File: config.mk
export PLATFORM = sky130hd
export DESIGN_NAME = rir_rx_ctrl
export DESIGN_NICKNAME = d
export VERILOG_FILES = /design/src/rtl/rir_pkg.sv /design/src/rtl/lp_filter.sv /design/src/rtl/rir_rx_ctrl.sv
export VERILOG_INCLUDE_DIRS = /design/src /design/src/rtl
export SDC_FILE = /design/constraint.sdc
export NUM_CORES = 1
export LEC_CHECK = 0
export BUFFER_PORTS_ARGS = -buffer_cell sky130_fd_sc_hd__buf_2
export CORE_ASPECT_RATIO = 1.75
export CORE_UTILIZATION = 55
export DETAILED_ROUTE_END_ITERATION = 8
export MAX_ROUTING_LAYER = met4
export PLACE_DENSITY_LB_ADDON = 0.1
export SYNTH_ARGS = -nofsm -noshare
export SYNTH_HDL_FRONTEND = slang
export SYNTH_HIERARCHICAL = 1
export SYNTH_SLANG_ARGS = --single-unit
File: constraint.sdc
create_clock -name clk -period 11.1 [get_ports clk]
set_clock_uncertainty 0.2 [all_clocks]
set_input_delay 0.555 -clock clk [delete_from_list [all_inputs] [get_ports clk]]
set_output_delay 0.555 -clock clk [all_outputs]
set_load 0.02 [all_outputs]
File: src/rtl/rir_params.svh
// Constants of the infrared receiver status and path configuration block.
// Assumes: included by bare name; types live in rir_pkg.
`ifndef RIR_PARAMS_SVH
`define RIR_PARAMS_SVH

// Register indices; the byte address on APB is four times the index
`define RX_BUFFER_IDX       8'h00
`define LINE_STATUS_IDX     8'h05
`define PATH_CONFIG_IDX     8'h06
`define INT_STATUS_IDX      8'h08
`define INT_MASK_IDX        8'h09

// Line status fields
`define ST_TIMEOUT_BIT      2
`define ST_OVERRUN_BIT      1
`define ST_READY_BIT        0

// Path configuration fields
`define CFG_SMP_HI          7
`define CFG_SMP_LO          6
`define CFG_LP_HI           5
`define CFG_LP_LO           4
`define CFG_DM_HI           3
`define CFG_DM_LO           2
`define CFG_PREDIV_BIT      1
`define CFG_INV_BIT         0

// Reset values
`define CFG_RESET           8'h00
`define INT_MASK_RESET      3'h0

// Timing
`define CLK_HZ              40000000
`define BAUD_SRC_HZ         24000000
`define PREDIV_RATIO        13
`define RX_TIMEOUT_PERIODS  32
`define LP_FILTER_DEPTH     4

`endif

File: src/rtl/rir_pkg.sv
// Types of the infrared receiver status and path configuration block.
// Assumes: compiled before the design modules.
`default_nettype none
package rir_pkg;

  typedef enum logic [1:0] {
    SMP_PERIOD, SMP_OVER, SMP_RESYNC, SMP_FIFO_TEST
  } sampling_e;

  typedef enum logic [1:0] {
    LP_RAW, LP_BP_R, LP_BP_D, LP_RSVD
  } lp_src_e;

  typedef enum logic [1:0] {
    DM_BOTH, DM_BP_ONLY, DM_RSVD, DM_BYPASS
  } demod_e;

  typedef struct packed {
    logic [7:0]  prdata;
    logic [7:0]  cfg;
    logic [7:0]  rbuf;
    logic        rdy;
    logic        to;
    logic        ov;
    logic [2:0]  int_st;
    logic [2:0]  int_mask;
    logic [5:0]  ph;
    logic [3:0]  pre_cnt;
    logic [15:0] bit_cnt;
    logic        sync1;
    logic        sync2;
    logic        prev;
    logic        run_act;
    logic [6:0]  run;
    logic [7:0]  shreg;
    logic [2:0]  nbits;
    logic [15:0] idle;
  } rx_state_s;

endpackage
`default_nettype wire

File: src/rtl/lp_filter.sv
// Low-pass glitch filter: output follows the input once it held for DEPTH
// clocks. Assumes: input already synchronous to clk.
`timescale 1ns/100ps
`default_nettype none
`include "rir_params.svh"
module lp_filter
  import rir_pkg::*;
#(
  parameter int DEPTH = `LP_FILTER_DEPTH
) (
  input  wire logic clk,
  input  wire logic srst,
  input  wire logic din,
  output logic      dout
);
  localparam int CW = $clog2(DEPTH + 1);
  localparam logic [CW-1:0] FULL = CW'(DEPTH);

  typedef struct packed {
    logic [CW-1:0] cnt;
    logic          out;
  } lp_state_s;

  lp_state_s q;
  lp_state_s n;

  // Integrator saturating at both ends gives hysteresis against glitches
  always_comb begin
    n = q;
    if (din && q.cnt != FULL) begin
      n.cnt = q.cnt + CW'(1);
    end else if (!din && q.cnt != '0) begin
      n.cnt = q.cnt - CW'(1);
    end
    if (n.cnt == FULL) begin
      n.out = 1'b1;
    end else if (n.cnt == '0) begin
      n.out = 1'b0;
    end
  end

  always_ff @(posedge clk) begin
    if (srst) begin
      q <= '0;
    end else begin
      q <= n;
    end
  end

  assign dout = q.out;
endmodule
`default_nettype wire

File: src/rtl/rir_rx_ctrl.sv
// Infrared receiver: line status, path configuration, sampling decoder,
// baud pre-divisor and a one-byte receive buffer behind an APB slave.
// Assumes: APB master on clk; band-pass outputs and frame status timeout
// come from neighbouring logic on clk; the receive pin is asynchronous.
//
// Functional notes
// Receive timeout is set on a buffer or frame status timeout and cleared by a status read.
// Overrun is set when a byte arrives into a full buffer and cleared by a status read.
// Data-ready stays high while a byte waits and drops once it is taken.
// The two-bit sampling field picks period, oversampling, resync or FIFO test mode.
// In period mode each byte holds the bit value and the run length minus one.
// In a period byte a value of 0 means energy and 1 means none, swapped by inversion.
// The invert bit inverts the received signal before decoding.
// The low-pass source field picks raw pin, R band-pass or D band-pass.
// The demodulation field picks both filters, band-pass only or bypass.
// The pre-divisor bit divides the 24 MHz source by 13 or passes it as is.
// Reserved status bits read as zero and ignore writes.
`timescale 1ns/100ps
`default_nettype none
`include "rir_params.svh"
module rir_rx_ctrl
  import rir_pkg::*;
#(
  parameter int TIMEOUT_PERIODS = `RX_TIMEOUT_PERIODS
) (
  input  wire logic        clk,
  input  wire logic        srst,
  input  wire logic [7:0]  paddr,
  input  wire logic        psel,
  input  wire logic        penable,
  input  wire logic        pwrite,
  input  wire logic [31:0] pwdata,
  output logic      [31:0] prdata,
  output logic             pready,
  output logic             pslverr,
  input  wire logic        infrared_receive_pin,
  input  wire logic        bp_r_in,
  input  wire logic        bp_d_in,
  input  wire logic        frame_status_timeout,
  input  wire logic [15:0] bit_period_div,
  output logic             baud_tick,
  output logic             irq
);
  localparam logic [7:0] A_BUF  = 8'(`RX_BUFFER_IDX * 4);
  localparam logic [7:0] A_STAT = 8'(`LINE_STATUS_IDX * 4);
  localparam logic [7:0] A_CFG  = 8'(`PATH_CONFIG_IDX * 4);
  localparam logic [7:0] A_INTS = 8'(`INT_STATUS_IDX * 4);
  localparam logic [7:0] A_MASK = 8'(`INT_MASK_IDX * 4);
  localparam logic [6:0] PH_STEP = 7'(`BAUD_SRC_HZ / 1000000);
  localparam logic [6:0] PH_MOD  = 7'(`CLK_HZ / 1000000);
  localparam logic [3:0] PRE_LAST = 4'(`PREDIV_RATIO - 1);
  localparam logic [15:0] TO_LAST = 16'(TIMEOUT_PERIODS - 1);

  rx_state_s q;
  rx_state_s n;

  sampling_e   smp_mode;
  lp_src_e     lp_src;
  demod_e      dm_sel;
  logic        lp_in;
  logic        lp_out;
  logic        path;
  logic        sig;
  logic        setup;
  logic        acc;
  logic        rd;
  logic        wr;
  logic        hit;
  logic        src_tick;
  logic        pre_tick;
  logic        smp_tick;
  logic        push;
  logic [7:0]  push_byte;
  logic        buf_rd;
  logic        ev_to;
  logic        ev_ov;
  logic        ev_rx;
  logic [6:0]  ph_sum;
  logic [15:0] div_last;
  logic [7:0]  rd_mux;

  assign smp_mode = sampling_e'(q.cfg[`CFG_SMP_HI:`CFG_SMP_LO]);
  assign lp_src   = lp_src_e'(q.cfg[`CFG_LP_HI:`CFG_LP_LO]);
  assign dm_sel   = demod_e'(q.cfg[`CFG_DM_HI:`CFG_DM_LO]);

  // Filter input; the reserved code falls back to the raw pin
  always_comb begin
    case (lp_src)
      LP_RAW:  lp_in = q.sync2;
      LP_BP_R: lp_in = bp_r_in;
      LP_BP_D: lp_in = bp_d_in;
      default: lp_in = q.sync2;
    endcase
  end

  lp_filter #(
    .DEPTH (`LP_FILTER_DEPTH)
  ) u_lp (
    .clk  (clk),
    .srst (srst),
    .din  (lp_in),
    .dout (lp_out)
  );

  // Reserved demodulation code behaves as the full filter chain
  always_comb begin
    case (dm_sel)
      DM_BOTH:    path = lp_out;
      DM_BP_ONLY: path = bp_r_in;
      DM_BYPASS:  path = q.sync2;
      default:    path = lp_out;
    endcase
  end

  assign sig = path ^ q.cfg[`CFG_INV_BIT];

  assign setup = psel && !penable;
  assign acc   = psel && penable;
  assign rd    = acc && !pwrite;
  assign wr    = acc && pwrite;
  assign hit   = paddr == A_BUF || paddr == A_STAT || paddr == A_CFG ||
                 paddr == A_INTS || paddr == A_MASK;
  assign buf_rd   = rd && paddr == A_BUF;
  assign ph_sum   = {1'b0, q.ph} + PH_STEP;
  assign div_last = (bit_period_div == 16'h0000) ? 16'h0000 :
                    bit_period_div - 16'h0001;

  always_comb begin
    case (paddr)
      A_BUF:   rd_mux = q.rbuf;
      A_STAT:  rd_mux = {5'h00, q.to, q.ov, q.rdy};
      A_CFG:   rd_mux = q.cfg;
      A_INTS:  rd_mux = {5'h00, q.int_st};
      A_MASK:  rd_mux = {5'h00, q.int_mask};
      default: rd_mux = 8'h00;
    endcase
  end

  always_comb begin
    n = q;
    src_tick  = 1'b0;
    pre_tick  = 1'b0;
    smp_tick  = 1'b0;
    push      = 1'b0;
    push_byte = 8'h00;
    ev_to     = 1'b0;
    ev_ov     = 1'b0;
    ev_rx     = 1'b0;
    n.sync1 = infrared_receive_pin;
    n.sync2 = q.sync1;

    // 24 MHz enable from the 40 MHz clock by phase accumulation
    if (ph_sum >= PH_MOD) begin
      n.ph = 6'(ph_sum - PH_MOD);
      src_tick = 1'b1;
    end else begin
      n.ph = ph_sum[5:0];
    end

    if (src_tick) begin
      if (!q.cfg[`CFG_PREDIV_BIT]) begin
        pre_tick  = 1'b1;
        n.pre_cnt = 4'h0;
      end else if (q.pre_cnt == PRE_LAST) begin
        pre_tick  = 1'b1;
        n.pre_cnt = 4'h0;
      end else begin
        n.pre_cnt = q.pre_cnt + 4'h1;
      end
    end

    if (pre_tick) begin
      if (q.bit_cnt >= div_last) begin
        smp_tick  = 1'b1;
        n.bit_cnt = 16'h0000;
      end else begin
        n.bit_cnt = q.bit_cnt + 16'h0001;
      end
    end

    if (smp_tick) begin
      n.prev = sig;
      case (smp_mode)
        SMP_PERIOD: begin
          if (!q.run_act) begin
            n.run_act = 1'b1;
            n.run     = 7'h00;
          end else if (sig == q.prev && q.run != 7'h7f) begin
            n.run = q.run + 7'h01;
          end else begin
            push      = 1'b1;
            push_byte = {~q.prev, q.run};
            n.run     = 7'h00;
          end
        end
        SMP_OVER, SMP_RESYNC: begin
          n.run_act = 1'b0;
          // Resync drops a partial byte so the next one starts on the edge
          if (smp_mode == SMP_RESYNC && sig != q.prev && q.nbits != 3'h0) begin
            n.shreg = {7'h00, sig};
            n.nbits = 3'h1;
          end else begin
            n.shreg = {q.shreg[6:0], sig};
            n.nbits = q.nbits + 3'h1;
            if (q.nbits == 3'h7) begin
              push      = 1'b1;
              push_byte = {q.shreg[6:0], sig};
            end
          end
        end
        default: begin
          n.run_act = 1'b0;
        end
      endcase
    end

    // Test mode lets software load the buffer directly
    if (wr && paddr == A_BUF && smp_mode == SMP_FIFO_TEST) begin
      push      = 1'b1;
      push_byte = pwdata[7:0];
    end

    if (setup && !pwrite) begin
      n.prdata = rd_mux;
    end

    // Clears first so that a same-cycle set wins
    if (rd && paddr == A_STAT) begin
      if (q.prdata[`ST_TIMEOUT_BIT]) begin
        n.to = 1'b0;
      end
      if (q.prdata[`ST_OVERRUN_BIT]) begin
        n.ov = 1'b0;
      end
    end
    if (buf_rd) begin
      n.rdy = 1'b0;
    end

    if (push) begin
      if (q.rdy && !buf_rd) begin
        n.ov  = 1'b1;
        ev_ov = 1'b1;
      end else begin
        n.rbuf = push_byte;
        n.rdy  = 1'b1;
        ev_rx  = 1'b1;
      end
    end

    // A waiting byte left unread for the timeout span raises the flag
    if (push || buf_rd || !q.rdy) begin
      n.idle = 16'h0000;
    end else if (smp_tick) begin
      if (q.idle == TO_LAST) begin
        n.idle = 16'h0000;
        n.to   = 1'b1;
        ev_to  = 1'b1;
      end else begin
        n.idle = q.idle + 16'h0001;
      end
    end
    if (frame_status_timeout) begin
      n.to  = 1'b1;
      ev_to = 1'b1;
    end

    if (wr && paddr == A_CFG) begin
      n.cfg     = pwdata[7:0];
      n.run_act = 1'b0;
      n.nbits   = 3'h0;
    end
    if (wr && paddr == A_MASK) begin
      n.int_mask = pwdata[2:0];
    end
    if (wr && paddr == A_INTS) begin
      n.int_st = q.int_st & ~pwdata[2:0];
    end
    n.int_st = n.int_st | {ev_to, ev_ov, ev_rx};
  end

  always_ff @(posedge clk) begin
    if (srst) begin
      q          <= '0;
      q.cfg      <= `CFG_RESET;
      q.int_mask <= `INT_MASK_RESET;
    end else begin
      q <= n;
    end
  end

  assign prdata    = {24'h000000, q.prdata};
  assign pready    = acc;
  assign pslverr   = acc && !hit;
  assign baud_tick = pre_tick;
  assign irq       = |(q.int_st & q.int_mask);
endmodule
`default_nettype wire

==> results.yml <==
worst_setup_path:
  r2r_end: "q[12]$_SDFFE_PP0P_"
  crit_path_end_kind: "register"
  r2r-start: "q[61]$_SDFFE_PP0P_"
  arrival_ns: 5.31
  reg2reg_depth: 10
  cp_common_cell: "nand2_1"
  worst_setup_path_start_kind: "input pin"
  path_max_fanout: 18
  ff2ff_setup_slack_ns: 7.56
  slowest_stage: "o211ai_2"
  slowest_delay_ns: 0.65
  cp_cell_sequence: "buf_2, or4_1, nor4_1, nand4_1, nand2_1, ha_1, a21oi_1, nand2_1, or3_1, o211ai_2, o41a_1, nand3_1, nor2_1"
  critical_path_class: "input pin to register"
  cp.required_ns: 11.17
global_routing:
  first_global_vias: 4945
  grt_pass1_wl_um: 22200
  grt_remaining_overflow: 0
  antenna_found_initial: 0
  grt.total_usage_pct: 26.1
  grt_max_degree: 64
clock_network:
  cts_resized: 0
  worst_skew_pair.late_latency_ns: 0.34
  cts-root-buf: "clkbuf_16"
  cts_hold_buf: 0
  cts_sinks: 97
  cts_tree: "yes"
  numCtsBuffers: 9
  clkTransAtPathRegs_ns: 0.07
  htreeDepth: 3
  post_cts_buffers: 0
  clock_path_buffers: 2
power:
  ir_worst_vdd_v: 0.000113
  p_leak_nw: 2.53
  pwr-share-comb_pct: 21.8
  p_total_uw: 935
  intPower_uw: 659
  p_sw_share_pct: 29.6
  powerDensity_nw_per_um2: 145
  power_switching_uw: 276
  sequentialPowerShare_pct: 40.6
  p_clk_share_pct: 37.6
sta:
  max_freq_mhz: 191
  fin_hold_ws_ns: 0.228
  setup_tns_ns: 0
  layout_worst_path_cycle_share_pct: 47.2
  max-slew-margin-rel_pct: 22.2
  setup_viol_count_final: 0
  fin_crit_ns: 5.24
  tightest_slew_ns: 1.16
  rsz0062_at_grt: "no"
  report.final.slew_viol_count: 0
  hold_viol: 0
  worst_slack_ns: 5.86
final_layout:
  final_nets: 844
  final_common_cell: "dfxtp_1"
  multi_input_area_sq_um: 3620
  antenna_cells: 0
  final_cells: 873
  fin_util_pct: 62.2
  regArea_sq_um: 1940
  stdcell_area_sq_um: 6450
  fill_cells: 930
  syn_to_final_growth_pct: 9.10
  layout-drive-gt1-share_pct: 13.1
  final_cell_mix: "dfxtp_1, nor2_1, nand2_1, buf_2, ha_1"
yosys:
  yosysSeqAreaShare_pct: 32.9
  synth_edf_count: 0
  synth.area.mux_share_pct: 3.32
  syn_avg_cell_area_sq_um: 8.38
  netlist_top_cells_area: "dfxtp_1, ha_1, nor2_1, xor2_1, buf_4"
  synth_top_family_by_area: "simple AND/OR/NAND/NOR gates"
  synth_top_area_share_pct: 32.9
  yosysWarnings: 6
  ys.flop_type: "dfxtp_1"
  async_flop_share_pct: 0
  synthAdderAreaFrac_pct: 8.04
  synth-simple-area-share_pct: 25.4
  synthesis.area_sq_um: 5910
  syn_inst: 705
  ys_ff_latch: 97
  synth_xor_area_share_pct: 7.56
  synth-compound-area-share_pct: 15.3
  yosys.area.top_type: "dfxtp_1"
  synth_cell_types: 72
min_path:
  hp-start: "infrared_receive_pin"
  hold_depth: 2
  hold_end: "n[36]$_SDFF_PP0_"
  hold_path.class: "input pin to register"
placed_design:
  gp_congestion: 0.842
  dpl_worst_slack_ns: 5.50
  placed_area_sq_um: 6110
  port_buffers: 52
  dp.final_hpwl_um: 10400
  dp_cells: 857
route:
  drtIter0Drc: 170
  wl_um: 13600
  route.detailed.drc: 0
  via_count: 5040
  drtAntennaViolNets: 0
  wire_per_inst_um: 15.6
  avgViaCountPerCell: 5.77
  drtPass1Iterations: 5
floorplan:
  rows: 49
  die_h_um: 139
  die-area_sq_um: 11200
  start_util_pct: 57.0
  ios: 101
  die_x_um: 80.4
  core-area_sq_um: 10400
status:
  status: "complete, no violations"
run:
  maxCapViolations: 0
[critical path, delay by kind of cell]
family                   cells  cell delay [ns]
AO/OA/AOI/OAI                3             1.25
adder cells (fa/ha/maj)      1             0.29
buffers and inverters        1             0.11
AND/OR/NAND/NOR              8             3.08
[cells in the mapped netlist (9+ instances only)]
library cell,count
dfxtp_1,97
nor2_1,88
nand2_1,65
ha_1,38
a21oi_1,34
xor2_1,34
buf_4,33
nand3_1,29
inv_1,23
a211oi_1,20
mux2i_1,17
nor3_1,17
xnor2_1,17
clkbuf_1,16
o21ai_0,16
nand4_1,14
and3_1,12
nor3b_1,11
a222oi_1,10
a22oi_1,9
nor4_1,9
[power by group through the flow]
| stage | combinational, mW | clock (mW) | sequential (mW) |
|---|---|---|---|
| floorplan | 0.170 | 0 | 0.380 |
| global placement | 0.194 | 0 | 0.386 |
| detailed placement | 0.204 | 0 | 0.387 |
| CTS | 0.204 | 0.358 | 0.380 |
| global route | 0.230 | 0.374 | 0.381 |
| finish | 0.204 | 0.352 | 0.380 |
[state kept, by name (all words and copies together), names as in the netlist]
name and flops:
prdata 8, lp_src 2, n 1, u_lp/q 3, u_lp/dout 1, q 80, dm_sel 2
[worst max-delay path by stage]
stage / cells past startpoint / end / from / slack [ns]
6_report: 13 / q[12]$_SDFFE_PP0P_ / bit_period_div[6] / 5.86
5_1_grt: 13 / q[12]$_SDFFE_PP0P_ / bit_period_div[6] / 5.35
4_1_cts: 13 / q[12]$_SDFFE_PP0P_ / bit_period_div[6] / 5.85
3_5_place_dp: 13 / q[13]$_SDFFE_PP0P_ / bit_period_div[6] / 5.50
3_3_place_gp: 13 / q[9]$_SDFFE_PP0P_ / bit_period_div[6] / 5.60
2_1_floorplan: 15 / q[74]$_SDFFE_PP0P_ / bit_period_div[6] / 6.71
[kinds of logic after synthesis]
family / Yosys count
AOI/OAI and AO/OA: 126
xor gates and xnor gates: 51
adders and majority gates: 38
buffers and inverters: 79
DFF: 97
muxes: 19
other: 1
and+or+nand+nor: 294
[routing by layer]
metal / vias to the layer above / wire, um / track usage [%]
met3: 41 / 430 / 4.14
met5: - / 0 / -
met1: 2355 / 5130 / 26.2
met2: 112 / 7540 / 46.9
met4: 0 / 489 / 13.1
li1: 2532 / - / -
[area by class of cell]
cell class / instances / area share [%]
sequential: 97 / 30.1
tap: 127 / 2.46
clock buffer: 9 / 3.49
multi-input combinational: 552 / 56.1
clock inverter: 7 / 1.80
inverter: 24 / 1.40
timing repair buffer: 57 / 4.62
Note: power is estimated with default switching activity, not from simulation.
